$ cat config.mk
export PLATFORM = sky130hd
export DESIGN_NAME = eoe_top
export DESIGN_NICKNAME = d
export VERILOG_FILES = /design/src/rtl/eoe_pkg.sv /design/src/rtl/eoe_sect_tbl.sv /design/src/rtl/eoe_top.sv
export SDC_FILE = /design/constraint.sdc
export NUM_CORES = 1
export LEC_CHECK = 0
export BUFFER_PORTS_ARGS = -buffer_cell sky130_fd_sc_hd__buf_2
export CORE_UTILIZATION = 45
export CTS_CLUSTER_SIZE = 12
export DETAILED_ROUTE_END_ITERATION = 8
export PLACE_DENSITY_LB_ADDON = 0.12
export SLEW_MARGIN = 20
export SYNTH_ARGS = -nofsm -noshare
export SYNTH_HDL_FRONTEND = slang
export SYNTH_HIERARCHICAL = 1
export SYNTH_SLANG_ARGS = --single-unit
export TNS_END_PERCENT = 1
$ cat constraint.sdc
create_clock -name ref_clk -period 12.8 [get_ports ref_clk]
set_clock_uncertainty 0.05 [all_clocks]
set_input_delay 0.64 -clock ref_clk [delete_from_list [all_inputs] [get_ports ref_clk]]
set_output_delay 0.64 -clock ref_clk [all_outputs]
set_load 0.02 [all_outputs]
$ cat src/rtl/eoe_pkg.sv
`default_nettype none

package eoe_pkg;

   // ---------------------------------------------------
   // feature-control register layout
   // ---------------------------------------------------
   localparam int unsigned FC_LOCK_POS   = 0;
   localparam int unsigned FC_ENABLE_POS = 18;
   localparam logic        FC_LOCK_RST   = 1'b0;
   localparam logic        FC_ENABLE_RST = 1'b0;

   // ---------------------------------------------------
   // identification leaves and sub-leaves
   // ---------------------------------------------------
   localparam logic [31:0] LEAF_EXT_FEAT = 32'h0000_0007;
   localparam logic [31:0] LEAF_ENCLAVE  = 32'h0000_0012;
   localparam logic [31:0] SUB_CAP       = 32'h0000_0000;
   localparam logic [31:0] SUB_ATTR      = 32'h0000_0001;
   localparam logic [31:0] SUB_SECT_BASE = 32'h0000_0002;
   localparam int unsigned FEAT_SUPPORT_POS = 2;
   localparam int unsigned CAP_BASE_POS     = 0;
   localparam int unsigned CAP_EXT_POS      = 1;

   // ---------------------------------------------------
   // section sub-leaf encodings
   // ---------------------------------------------------
   localparam logic [3:0]  SECT_TYPE_INVALID = 4'h0;
   localparam logic [3:0]  SECT_TYPE_STORE   = 4'h1;
   localparam logic [3:0]  PROT_NONE         = 4'h0;
   localparam logic [3:0]  PROT_CIR          = 4'h1;
   localparam int unsigned SECT_COUNT        = 4;
   localparam int unsigned SECT_IDX_W        = 2;
   localparam int unsigned SECT_FIELD_W      = 40;
   localparam int unsigned SECT_LOW_W        = 20;

   typedef struct packed {
      logic [31:0] d;
      logic [31:0] c;
      logic [31:0] b;
      logic [31:0] a;
   } eoe_words_t;

   // base and size hold address bits 51:12
   typedef struct packed {
      logic                    valid;
      logic [SECT_FIELD_W-1:0] base;
      logic [SECT_FIELD_W-1:0] size;
   } eoe_sect_t;

   typedef struct packed {
      eoe_sect_t [SECT_COUNT-1:0] ent;
   } eoe_tbl_t;

   localparam eoe_sect_t SECT_RST = '0;

endpackage

`default_nettype wire

$ cat src/rtl/eoe_sect_tbl.sv
`default_nettype none

// ---------------------------------------------------
// protected-memory section table
// ---------------------------------------------------
module eoe_sect_tbl (
   input  wire logic                             ref_clk,
   input  wire logic                             sys_rst,
   input  wire logic                             wr_req,
   input  wire logic [eoe_pkg::SECT_IDX_W-1:0]   wr_idx,
   input  wire eoe_pkg::eoe_sect_t               wr_entry,
   input  wire logic [eoe_pkg::SECT_IDX_W-1:0]   rd_idx,
   output      eoe_pkg::eoe_sect_t               rd_entry
);

   eoe_pkg::eoe_tbl_t st_r;
   eoe_pkg::eoe_tbl_t st_nxt;

   // one entry written per request, the rest hold
   always_comb begin
      st_nxt = st_r;
      if (wr_req) begin
         st_nxt.ent[wr_idx] = wr_entry;
      end
   end

   // every section starts out invalid
   always_ff @(posedge ref_clk or posedge sys_rst) begin
      if (sys_rst) begin
         st_r <= {eoe_pkg::SECT_COUNT{eoe_pkg::SECT_RST}};
      end else begin
         st_r <= st_nxt;
      end
   end

   // read is combinational; the caller registers the answer
   assign rd_entry = st_r.ent[rd_idx];

endmodule

`default_nettype wire

$ cat src/rtl/eoe_top.sv
`default_nettype none

// Function
// - opted in only when lock bit and opt-in enable bit are both one
// - opt-in enable bit obeys the same lock write restriction as other fields
// - opt-in enable bit never shows in any identification answer
// - supported but not opted in gives protection fault; opted in runs
// - no support gives undefined-opcode fault and invalid leaf; extra checks too
// - enclave leaf answered only with support; sub-leaves 1 and up follow opt-in
// - answers come from this thread's own state only
// - configured device returns non-zero content in three or more sub-leaves
// - sub-leaf 0 capability, 1 attributes, 2 and up memory sections
// - sub-leaf 0 word a: bit0 base set, bit1 extended set, rest zero
// - sub-leaf 0 word b carries the misc feature vector
// - sub-leaf 0 word d: legacy and long size log2; word c zero
// - sub-leaf 1 returns the 128-bit settable attribute mask
// - section scan stops at invalid type; invalid sub-leaves read all zero
// - section word a type field 0 invalid, 1 section; bits 11:4 zero
// - section base bits 51:12 spread over words a and b
// - section word c bits 3:0 give the protection code
// - section size bits 51:12 spread over words c and d
// - leaf 07H word b bit 2 reports enclave support
module eoe_top #(
   parameter logic          SUPPORTED       = 1'b1,
   parameter logic          BASE_SET        = 1'b1,
   parameter logic          EXT_SET         = 1'b1,
   parameter logic [31:0]   MISC_VEC        = 32'h0000_0001,
   parameter logic [7:0]    MAX_LOG2_LEGACY = 8'h1F,
   parameter logic [7:0]    MAX_LOG2_LONG   = 8'h24,
   parameter logic [127:0]  ATTR_MASK       = 128'h0000_0000_0000_0003_0000_0000_0000_0036
) (
   input  wire logic                           ref_clk,
   input  wire logic                           sys_rst,
   // feature-control register
   input  wire logic                           fc_wr_req,
   input  wire logic [31:0]                    fc_wr_data,
   output      logic [31:0]                    fc_rd_data,
   output      logic                           fc_wr_refused,
   output      logic                           opted_in,
   // section configuration by system software
   input  wire logic                           sect_wr_req,
   input  wire logic [eoe_pkg::SECT_IDX_W-1:0] sect_wr_idx,
   input  wire eoe_pkg::eoe_sect_t             sect_wr_entry,
   // identification query
   input  wire logic                           q_req,
   input  wire logic [31:0]                    q_leaf,
   input  wire logic [31:0]                    q_subleaf,
   output      logic                           q_ack,
   output      eoe_pkg::eoe_words_t            q_words,
   // enclave instruction gate
   input  wire logic                           instr_req,
   input  wire logic                           instr_extra_ud,
   output      logic                           instr_go,
   output      logic                           fault_ud,
   output      logic                           fault_gp
);

   // ---------------------------------------------------
   // state
   // ---------------------------------------------------
   typedef struct packed {
      logic                fc_lock;
      logic                fc_en;
      logic                refused;
      logic                ack;
      eoe_pkg::eoe_words_t words;
      logic                go;
      logic                ud;
      logic                gp;
   } eoe_state_t;

   eoe_state_t st_r;
   eoe_state_t st_nxt;

   logic                           optin;
   logic [31:0]                    sect_off;
   logic                           sect_in_range;
   logic [eoe_pkg::SECT_IDX_W-1:0] sect_rd_idx;
   eoe_pkg::eoe_sect_t             sect_rd_entry;
   eoe_pkg::eoe_words_t            ans;

   // ---------------------------------------------------
   // word builders
   // ---------------------------------------------------

   // sections pack address bits 51:12 into a low and a high word
   function automatic eoe_pkg::eoe_words_t sect_words(
      input eoe_pkg::eoe_sect_t e
   );
      eoe_pkg::eoe_words_t w;
      w = '0;
      if (e.valid) begin
         w.a[3:0]   = eoe_pkg::SECT_TYPE_STORE;
         w.a[31:12] = e.base[eoe_pkg::SECT_LOW_W-1:0];
         w.b[19:0]  = e.base[eoe_pkg::SECT_FIELD_W-1:eoe_pkg::SECT_LOW_W];
         w.c[3:0]   = eoe_pkg::PROT_CIR;
         w.c[31:12] = e.size[eoe_pkg::SECT_LOW_W-1:0];
         w.d[19:0]  = e.size[eoe_pkg::SECT_FIELD_W-1:eoe_pkg::SECT_LOW_W];
      end
      return w;
   endfunction

   // capability sub-leaf; reserved fields stay zero
   function automatic eoe_pkg::eoe_words_t cap_words();
      eoe_pkg::eoe_words_t w;
      w = '0;
      w.a[eoe_pkg::CAP_BASE_POS] = BASE_SET;
      w.a[eoe_pkg::CAP_EXT_POS]  = EXT_SET;
      w.b                        = MISC_VEC;
      w.d[7:0]                   = MAX_LOG2_LEGACY;
      w.d[15:8]                  = MAX_LOG2_LONG;
      return w;
   endfunction

   // ---------------------------------------------------
   // opt-in decode
   // ---------------------------------------------------

   // both bits are needed; enable alone is not an opt-in
   assign optin    = st_r.fc_lock & st_r.fc_en;
   assign opted_in = optin;

   // only the two implemented bits read back, others zero
   always_comb begin
      fc_rd_data = '0;
      fc_rd_data[eoe_pkg::FC_LOCK_POS]   = st_r.fc_lock;
      fc_rd_data[eoe_pkg::FC_ENABLE_POS] = st_r.fc_en;
   end

   // ---------------------------------------------------
   // section table
   // ---------------------------------------------------

   // sub-leaf index minus two selects the table entry
   assign sect_off      = q_subleaf - eoe_pkg::SUB_SECT_BASE;
   assign sect_in_range = (q_subleaf >= eoe_pkg::SUB_SECT_BASE)
                          && (sect_off < eoe_pkg::SECT_COUNT);
   assign sect_rd_idx   = sect_off[eoe_pkg::SECT_IDX_W-1:0];

   eoe_sect_tbl u_sect_tbl (
      .ref_clk  (ref_clk),
      .sys_rst  (sys_rst),
      .wr_req   (sect_wr_req),
      .wr_idx   (sect_wr_idx),
      .wr_entry (sect_wr_entry),
      .rd_idx   (sect_rd_idx),
      .rd_entry (sect_rd_entry)
   );

   // ---------------------------------------------------
   // query decode
   // ---------------------------------------------------

   // answers depend only on this thread's own copy of the state,
   // so one instance per hardware thread keeps them apart
   always_comb begin
      ans = '0;
      if (q_leaf == eoe_pkg::LEAF_EXT_FEAT) begin
         if (q_subleaf == eoe_pkg::SUB_CAP) begin
            // enable bit deliberately not visible here
            ans.b[eoe_pkg::FEAT_SUPPORT_POS] = SUPPORTED;
         end
      end else if (q_leaf == eoe_pkg::LEAF_ENCLAVE && SUPPORTED) begin
         if (q_subleaf == eoe_pkg::SUB_CAP) begin
            ans = cap_words();
         end else if (q_subleaf == eoe_pkg::SUB_ATTR) begin
            if (optin) begin
               ans = ATTR_MASK;
            end
         end else if (sect_in_range && optin) begin
            // unconfigured entries fall out as all-zero
            ans = sect_words(sect_rd_entry);
         end
      end
   end

   // ---------------------------------------------------
   // next state
   // ---------------------------------------------------
   always_comb begin
      st_nxt         = st_r;
      st_nxt.refused = 1'b0;
      st_nxt.ack     = q_req;
      st_nxt.go      = 1'b0;
      st_nxt.ud      = 1'b0;
      st_nxt.gp      = 1'b0;

      // a set lock freezes the whole register, enable included
      if (fc_wr_req) begin
         if (st_r.fc_lock) begin
            st_nxt.refused = 1'b1;
         end else begin
            st_nxt.fc_lock = fc_wr_data[eoe_pkg::FC_LOCK_POS];
            st_nxt.fc_en   = fc_wr_data[eoe_pkg::FC_ENABLE_POS];
         end
      end

      // words hold between queries so a slow reader still sees them
      if (q_req) begin
         st_nxt.words = ans;
      end

      // undefined-opcode checks outrank the opt-in check
      if (instr_req) begin
         if (!SUPPORTED || instr_extra_ud) begin
            st_nxt.ud = 1'b1;
         end else if (!optin) begin
            st_nxt.gp = 1'b1;
         end else begin
            st_nxt.go = 1'b1;
         end
      end
   end

   // ---------------------------------------------------
   // registers
   // ---------------------------------------------------

   // lock and enable clear so instructions fault until reconfigured
   always_ff @(posedge ref_clk or posedge sys_rst) begin
      if (sys_rst) begin
         st_r         <= '0;
         st_r.fc_lock <= eoe_pkg::FC_LOCK_RST;
         st_r.fc_en   <= eoe_pkg::FC_ENABLE_RST;
      end else begin
         st_r <= st_nxt;
      end
   end

   assign fc_wr_refused = st_r.refused;
   assign q_ack         = st_r.ack;
   assign q_words       = st_r.words;
   assign instr_go      = st_r.go;
   assign fault_ud      = st_r.ud;
   assign fault_gp      = st_r.gp;

   // ---------------------------------------------------
   // checks
   // ---------------------------------------------------

   a_gp_not_optin : assert property (
      @(posedge ref_clk) disable iff (sys_rst)
      instr_req && SUPPORTED && !instr_extra_ud && !optin
      |=> fault_gp && !instr_go && !fault_ud
   ) else $error("protection fault missing without opt-in");

   a_go_optin : assert property (
      @(posedge ref_clk) disable iff (sys_rst)
      instr_go |-> $past(fc_rd_data[eoe_pkg::FC_LOCK_POS])
                   && $past(fc_rd_data[eoe_pkg::FC_ENABLE_POS])
   ) else $error("instruction ran without both bits set");

   a_ud_first : assert property (
      @(posedge ref_clk) disable iff (sys_rst)
      instr_req && (!SUPPORTED || instr_extra_ud)
      |=> fault_ud && !fault_gp && !instr_go
   ) else $error("undefined-opcode fault missing");

   a_lock_freeze : assert property (
      @(posedge ref_clk) disable iff (sys_rst)
      fc_wr_req && fc_rd_data[eoe_pkg::FC_LOCK_POS]
      |=> fc_wr_refused && $stable(fc_rd_data)
   ) else $error("locked register was changed");

   a_support_flag : assert property (
      @(posedge ref_clk) disable iff (sys_rst)
      q_req && q_leaf == eoe_pkg::LEAF_EXT_FEAT && q_subleaf == eoe_pkg::SUB_CAP
      |=> q_ack && q_words.b[eoe_pkg::FEAT_SUPPORT_POS] == SUPPORTED
          && (q_words.b & ~(32'h0000_0001 << eoe_pkg::FEAT_SUPPORT_POS)) == '0
          && q_words.a == '0 && q_words.c == '0 && q_words.d == '0
   ) else $error("support flag answer wrong");

   a_cap_reserved : assert property (
      @(posedge ref_clk) disable iff (sys_rst)
      q_req && q_leaf == eoe_pkg::LEAF_ENCLAVE && q_subleaf == eoe_pkg::SUB_CAP
      |=> q_words.a[31:2] == '0 && q_words.c == '0 && q_words.d[31:16] == '0
          && q_words.d[15:8] == (SUPPORTED ? MAX_LOG2_LONG : 8'h00)
   ) else $error("capability reserved fields not zero");

   a_unsupported_zero : assert property (
      @(posedge ref_clk) disable iff (sys_rst)
      q_req && q_leaf == eoe_pkg::LEAF_ENCLAVE && !SUPPORTED
      |=> q_ack && q_words == '0
   ) else $error("enclave leaf answered without support");

   a_invalid_zero : assert property (
      @(posedge ref_clk) disable iff (sys_rst)
      q_ack && $past(q_leaf) == eoe_pkg::LEAF_ENCLAVE
      && $past(q_subleaf) >= eoe_pkg::SUB_SECT_BASE
      && q_words.a[3:0] == eoe_pkg::SECT_TYPE_INVALID
      |-> q_words == '0
   ) else $error("invalid section sub-leaf not zero");

   a_sect_reserved : assert property (
      @(posedge ref_clk) disable iff (sys_rst)
      q_ack && $past(q_leaf) == eoe_pkg::LEAF_ENCLAVE
      && $past(q_subleaf) >= eoe_pkg::SUB_SECT_BASE
      |-> q_words.a[11:4] == '0 && q_words.b[31:20] == '0
          && q_words.c[11:4] == '0 && q_words.d[31:20] == '0
   ) else $error("section reserved fields not zero");

   a_ack_timing : assert property (
      @(posedge ref_clk) disable iff (sys_rst)
      q_req |=> q_ack ##1 (q_ack == $past(q_req))
   ) else $error("query answer not one cycle later");

   a_fc_accept : assert property (
      @(posedge ref_clk) disable iff (sys_rst)
      fc_wr_req && !fc_rd_data[eoe_pkg::FC_LOCK_POS]
      |=> !fc_wr_refused && fc_rd_data[eoe_pkg::FC_LOCK_POS] == $past(fc_wr_data[eoe_pkg::FC_LOCK_POS])
          && fc_rd_data[eoe_pkg::FC_ENABLE_POS] == $past(fc_wr_data[eoe_pkg::FC_ENABLE_POS])
   ) else $error("unlocked write not taken");

   a_attr_gated : assert property (
      @(posedge ref_clk) disable iff (sys_rst)
      q_req && q_leaf == eoe_pkg::LEAF_ENCLAVE && q_subleaf == eoe_pkg::SUB_ATTR && SUPPORTED
      |=> q_words == ($past(opted_in) ? ATTR_MASK : 128'h0)
   ) else $error("attribute mask answer wrong");

   a_cap_fields : assert property (
      @(posedge ref_clk) disable iff (sys_rst)
      q_req && q_leaf == eoe_pkg::LEAF_ENCLAVE && q_subleaf == eoe_pkg::SUB_CAP && SUPPORTED
      |=> q_words.a[1:0] == {EXT_SET, BASE_SET} && q_words.b == MISC_VEC
          && q_words.d[7:0] == MAX_LOG2_LEGACY
   ) else $error("capability fields wrong");

   a_sect_codes : assert property (
      @(posedge ref_clk) disable iff (sys_rst)
      q_ack && $past(q_leaf) == eoe_pkg::LEAF_ENCLAVE
      && $past(q_subleaf) >= eoe_pkg::SUB_SECT_BASE
      && q_words.a[3:0] != eoe_pkg::SECT_TYPE_INVALID
      |-> q_words.a[3:0] == eoe_pkg::SECT_TYPE_STORE && q_words.c[3:0] == eoe_pkg::PROT_CIR
   ) else $error("section type or protection code wrong");

   a_sect_closed : assert property (
      @(posedge ref_clk) disable iff (sys_rst)
      q_req && q_leaf == eoe_pkg::LEAF_ENCLAVE && q_subleaf >= eoe_pkg::SUB_SECT_BASE && !optin
      |=> q_words == '0
   ) else $error("section reported without opt-in");

   a_one_outcome : assert property (
      @(posedge ref_clk) disable iff (sys_rst)
      instr_req
      |=> $onehot({instr_go, fault_ud, fault_gp})
   ) else $error("instruction outcome not exactly one");

endmodule

`default_nettype wire

==> results.toml <==
[sta]
finalCritPeriodShare_pct = 34.6
fin_ws_ns = 8.37
finalHoldViolCount = 0
finalMaxSlewViolations = 0
rsz0062_at_grt = "no"
period_minus_slack_ns = 4.43
tightest_slew_ns = 1.11
setup_viol = 0
fmax_ghz = 0.226
slew_headroom_pct = 26.3
setup_tns_ns = 0

[placement]
placed_cell_area_um2 = 20100
gp_congestion = 0.824
port_buffers = 250
hpwl_um = 27800
place_ws_ns = 7.77

[global_route]
gr-usage-all-layers_pct = 22.2
use_met3_pct = 5.39
busiest_layer = "met2"
grt_overflow = 0
grt_first_pass_wirelength_um = 73200
grt_max_degree = 115
use_met1_pct = 30.7
gr-usage-met2_pct = 34.9
first_global_vias = 12000
antenna_found_initial = 12

[power]
p_sw_mw = 0.802
p_int_mw = 2.58
ir_worst_vdd_mv = 0.0828
power_mw = 3.38
p_leak_nw = 9.50
switching_share_pct = 23.8
p_per_area_nw_per_um2 = 156
clock_power_share_pct = 39.3
combPwrFrac_pct = 13.4
p_seq_share_pct = 47.3

[routing]
drt_iter0_markers = 434
wl_per_cell_um = 22.7
totalWireLength_um = 46900
num_vias = 11400
antenna_left = 0
drc = 0
first_pass_iters = 4
vias_per_cell = 5.55

[synth]
synth_warnings = 6
synth_top_area_share_pct = 54.7
synthCells = 1261
synth-edff-count = 0
ys_async_sr_fraction_pct = 100
ys_seq_area_share_pct = 54.7
ys.flop_type = "dfrtp_1"
syn-cell-area_um2 = 19000
yosys-top-cells-area = "dfrtp_1, mux2_2, mux4_2"
synth_top_cell_by_area = "dfrtp_1"
ys_types = 53
syn_avg_cell_area_um2 = 15.1
synth_seq_cells = 415

[clock_tree]
ctsRootBufferMaster = "clkbuf_16"
clk_latency_ns = 0.57
clk_pin_slew_ns = 0.06
cts_resized = 0
numCtsBuffers = 46
cts_tree = "yes"
hold_buffers = 0
cts_setup_buffers = 0
ctsLongestPathBuffers = 3
htreeDepth = 2
cts_sinks = 415

[worst_setup_path]
crit_path_start_kind = "input pin"
cp_common_cell = "nand4_1"
max_stage_delay_ns = 0.79
critPathCaptureType = "flip-flop"
cp_slowest_cell = "nand4_1"
setup.worst_path.class = "in2reg"
crit_arrival_ns = 4.83
crit_required_ns = 13.20
crit_chain = "buf_2, inv_4, ha_1, nor2b_1, nand4_1, o31a_1, a211oi_1, nand4_1, buf_4, o31ai_1"
critPathMaxFanout = 65

[min_path]
hp-class = "in2async"

[floorplan]
die_h_um = 207
die-area_um2 = 43000
floorplan.initialDensity_pct = 46.1
ios = 352
die_w_um = 207
core_um2 = 41200
rows = 74

[finish]
syn2layout_area_growth_pct = 14.0
final_nets = 1678
drive_gt1_share_pct = 49.8
fill_cells = 3523
fin_area_um2 = 21600

[status]
status = "completed"

[run]
drv_cap = 0
-- logic make-up (layout without fill, tap and decap cells) --
logic type	count (synthesis)	after routing	synth area share (%)
flip-flops	415	415	54.7
multiplexers	406	406	28.9
buffers and inverters	165	362	6.93
AND/OR/NAND/NOR	156	156	4.58
AO/OA/AOI/OAI	115	115	4.78
XOR/XNOR	2	2	0.0922
adder cells (fa/ha/maj)	1	1	0.0659
other	1	75	0.0197
-- registers in the layout, indices dropped and copies added (netlist names) --
signal / cells
instr_go: 1
fc_rd_data: 2
fault_ud: 1
u_sect_tbl/st_r: 324
q_words: 84
fault_gp: 1
fc_wr_refused: 1
q_ack: 1
-- area by class of cell --
cell class / count / area (um^2) / area share, %
sequential: 415 / 10400 / 48.0
multi-input combinational: 751 / 7580 / 35.0
clock buffer: 75 / 1460 / 6.75
timing repair buffer: 270 / 1420 / 6.58
tap: 532 / 666 / 3.07
clock inverter: 10 / 82.6 / 0.381
inverter: 7 / 40.0 / 0.185
antenna: 4 / 10.0 / 0.0462
-- worst paths after layout --
path / start / end / slack (ns) / depth (start not counted)
max: q_subleaf[1] / q_words[34]$_DFFE_PP0P_ / 8.37 / 10
min: sys_rst / u_sect_tbl/st_r[3]$_DFFE_PP0P_ / 0.18 / 2
max reg2reg: fc_rd_data[0]$_DFFE_PP0P_ / q_words[34]$_DFFE_PP0P_ / 9.49 / 7
min reg2reg: q_words[110]$_DFFE_PP0P_ / q_words[110]$_DFFE_PP0P_ / 0.43 / 1
max in group asynchronous: sys_rst / u_sect_tbl/st_r[144]$_DFFE_PP0P_ / 11.03 / 3
min in group ref_clk: q_req / q_ack$_DFF_PP0_ / 0.23 / 1
-- metrics by stage --
stage | util [%] | cells | hold slack [ns]
2_1_floorplan | - | 1331 | 0.424
3_3_place_gp | 48.7 | 1974 | 0.417
3_5_place_dp | 48.7 | 1974 | 0.419
4_1_cts | 52.5 | 2059 | 0.189
5_1_grt | 52.5 | 2060 | 0.208
6_report | 52.5 | 2064 | 0.185
-- cell usage in the layout, fill, tap and decap left out, types with 13 or more instances in the layout --
cell,Yosys,final
buf_2,2,249
nand3_1,52,52
clkbuf_8,8,18
nand2_1,32,32
conb_1,1,71
mux2_2,325,325
buf_4,93,20
mux4_2,81,81
o21ai_0,13,13
o2bb2ai_1,71,71
dfrtp_1,415,415
clkbuf_16,0,47
-- cells in the mapped netlist, types with 3 or more instances --
| master | instances |
|---|---|
| mux4_2 | 81 |
| and4_1 | 5 |
| nor4_1 | 10 |
| buf_4 | 93 |
| nor2_1 | 11 |
| or4_1 | 5 |
| mux2_2 | 325 |
| nand2_1 | 32 |
| dfrtp_1 | 415 |
| nand4_1 | 7 |
| inv_1 | 7 |
| nor3_1 | 5 |
| and2_1 | 3 |
| nand3_1 | 52 |
| buf_12 | 8 |
| clkbuf_1 | 29 |
| o21ai_0 | 13 |
| o31ai_1 | 3 |
| nor2b_1 | 5 |
| o211ai_1 | 3 |
| buf_6 | 18 |
| a21oi_1 | 10 |
| clkbuf_8 | 8 |
| nor3b_1 | 5 |
| o2bb2ai_1 | 71 |
-- worst max-delay path, delay by kind of cell --
family                     cells  cell delay, ns
AOI/OAI and AO/OA              3            0.84
adders and majority gates      1            0.35
buffers and inverters          3            1.42
and+or+nand+nor                3            1.53
-- routing by layer --
metal / wire [um] / up-vias
met4: 908 / 18
met1: 21300 / 6033
met3: 2790 / 70
met2: 21800 / 259
met5: 115 / -
li1: - / 5066
-- power groups by stage --
stage | clock, mW | combinational, mW | sequential, mW
2_1_floorplan | 0 | 0.384 | 1.59
3_3_place_gp | 0 | 0.446 | 1.61
3_5_place_dp | 0 | 0.458 | 1.62
4_1_cts | 1.36 | 0.459 | 1.60
5_1_grt | 1.41 | 0.495 | 1.62
6_report | 1.33 | 0.454 | 1.60
Note: power is estimated with default switching activity, not from simulation.
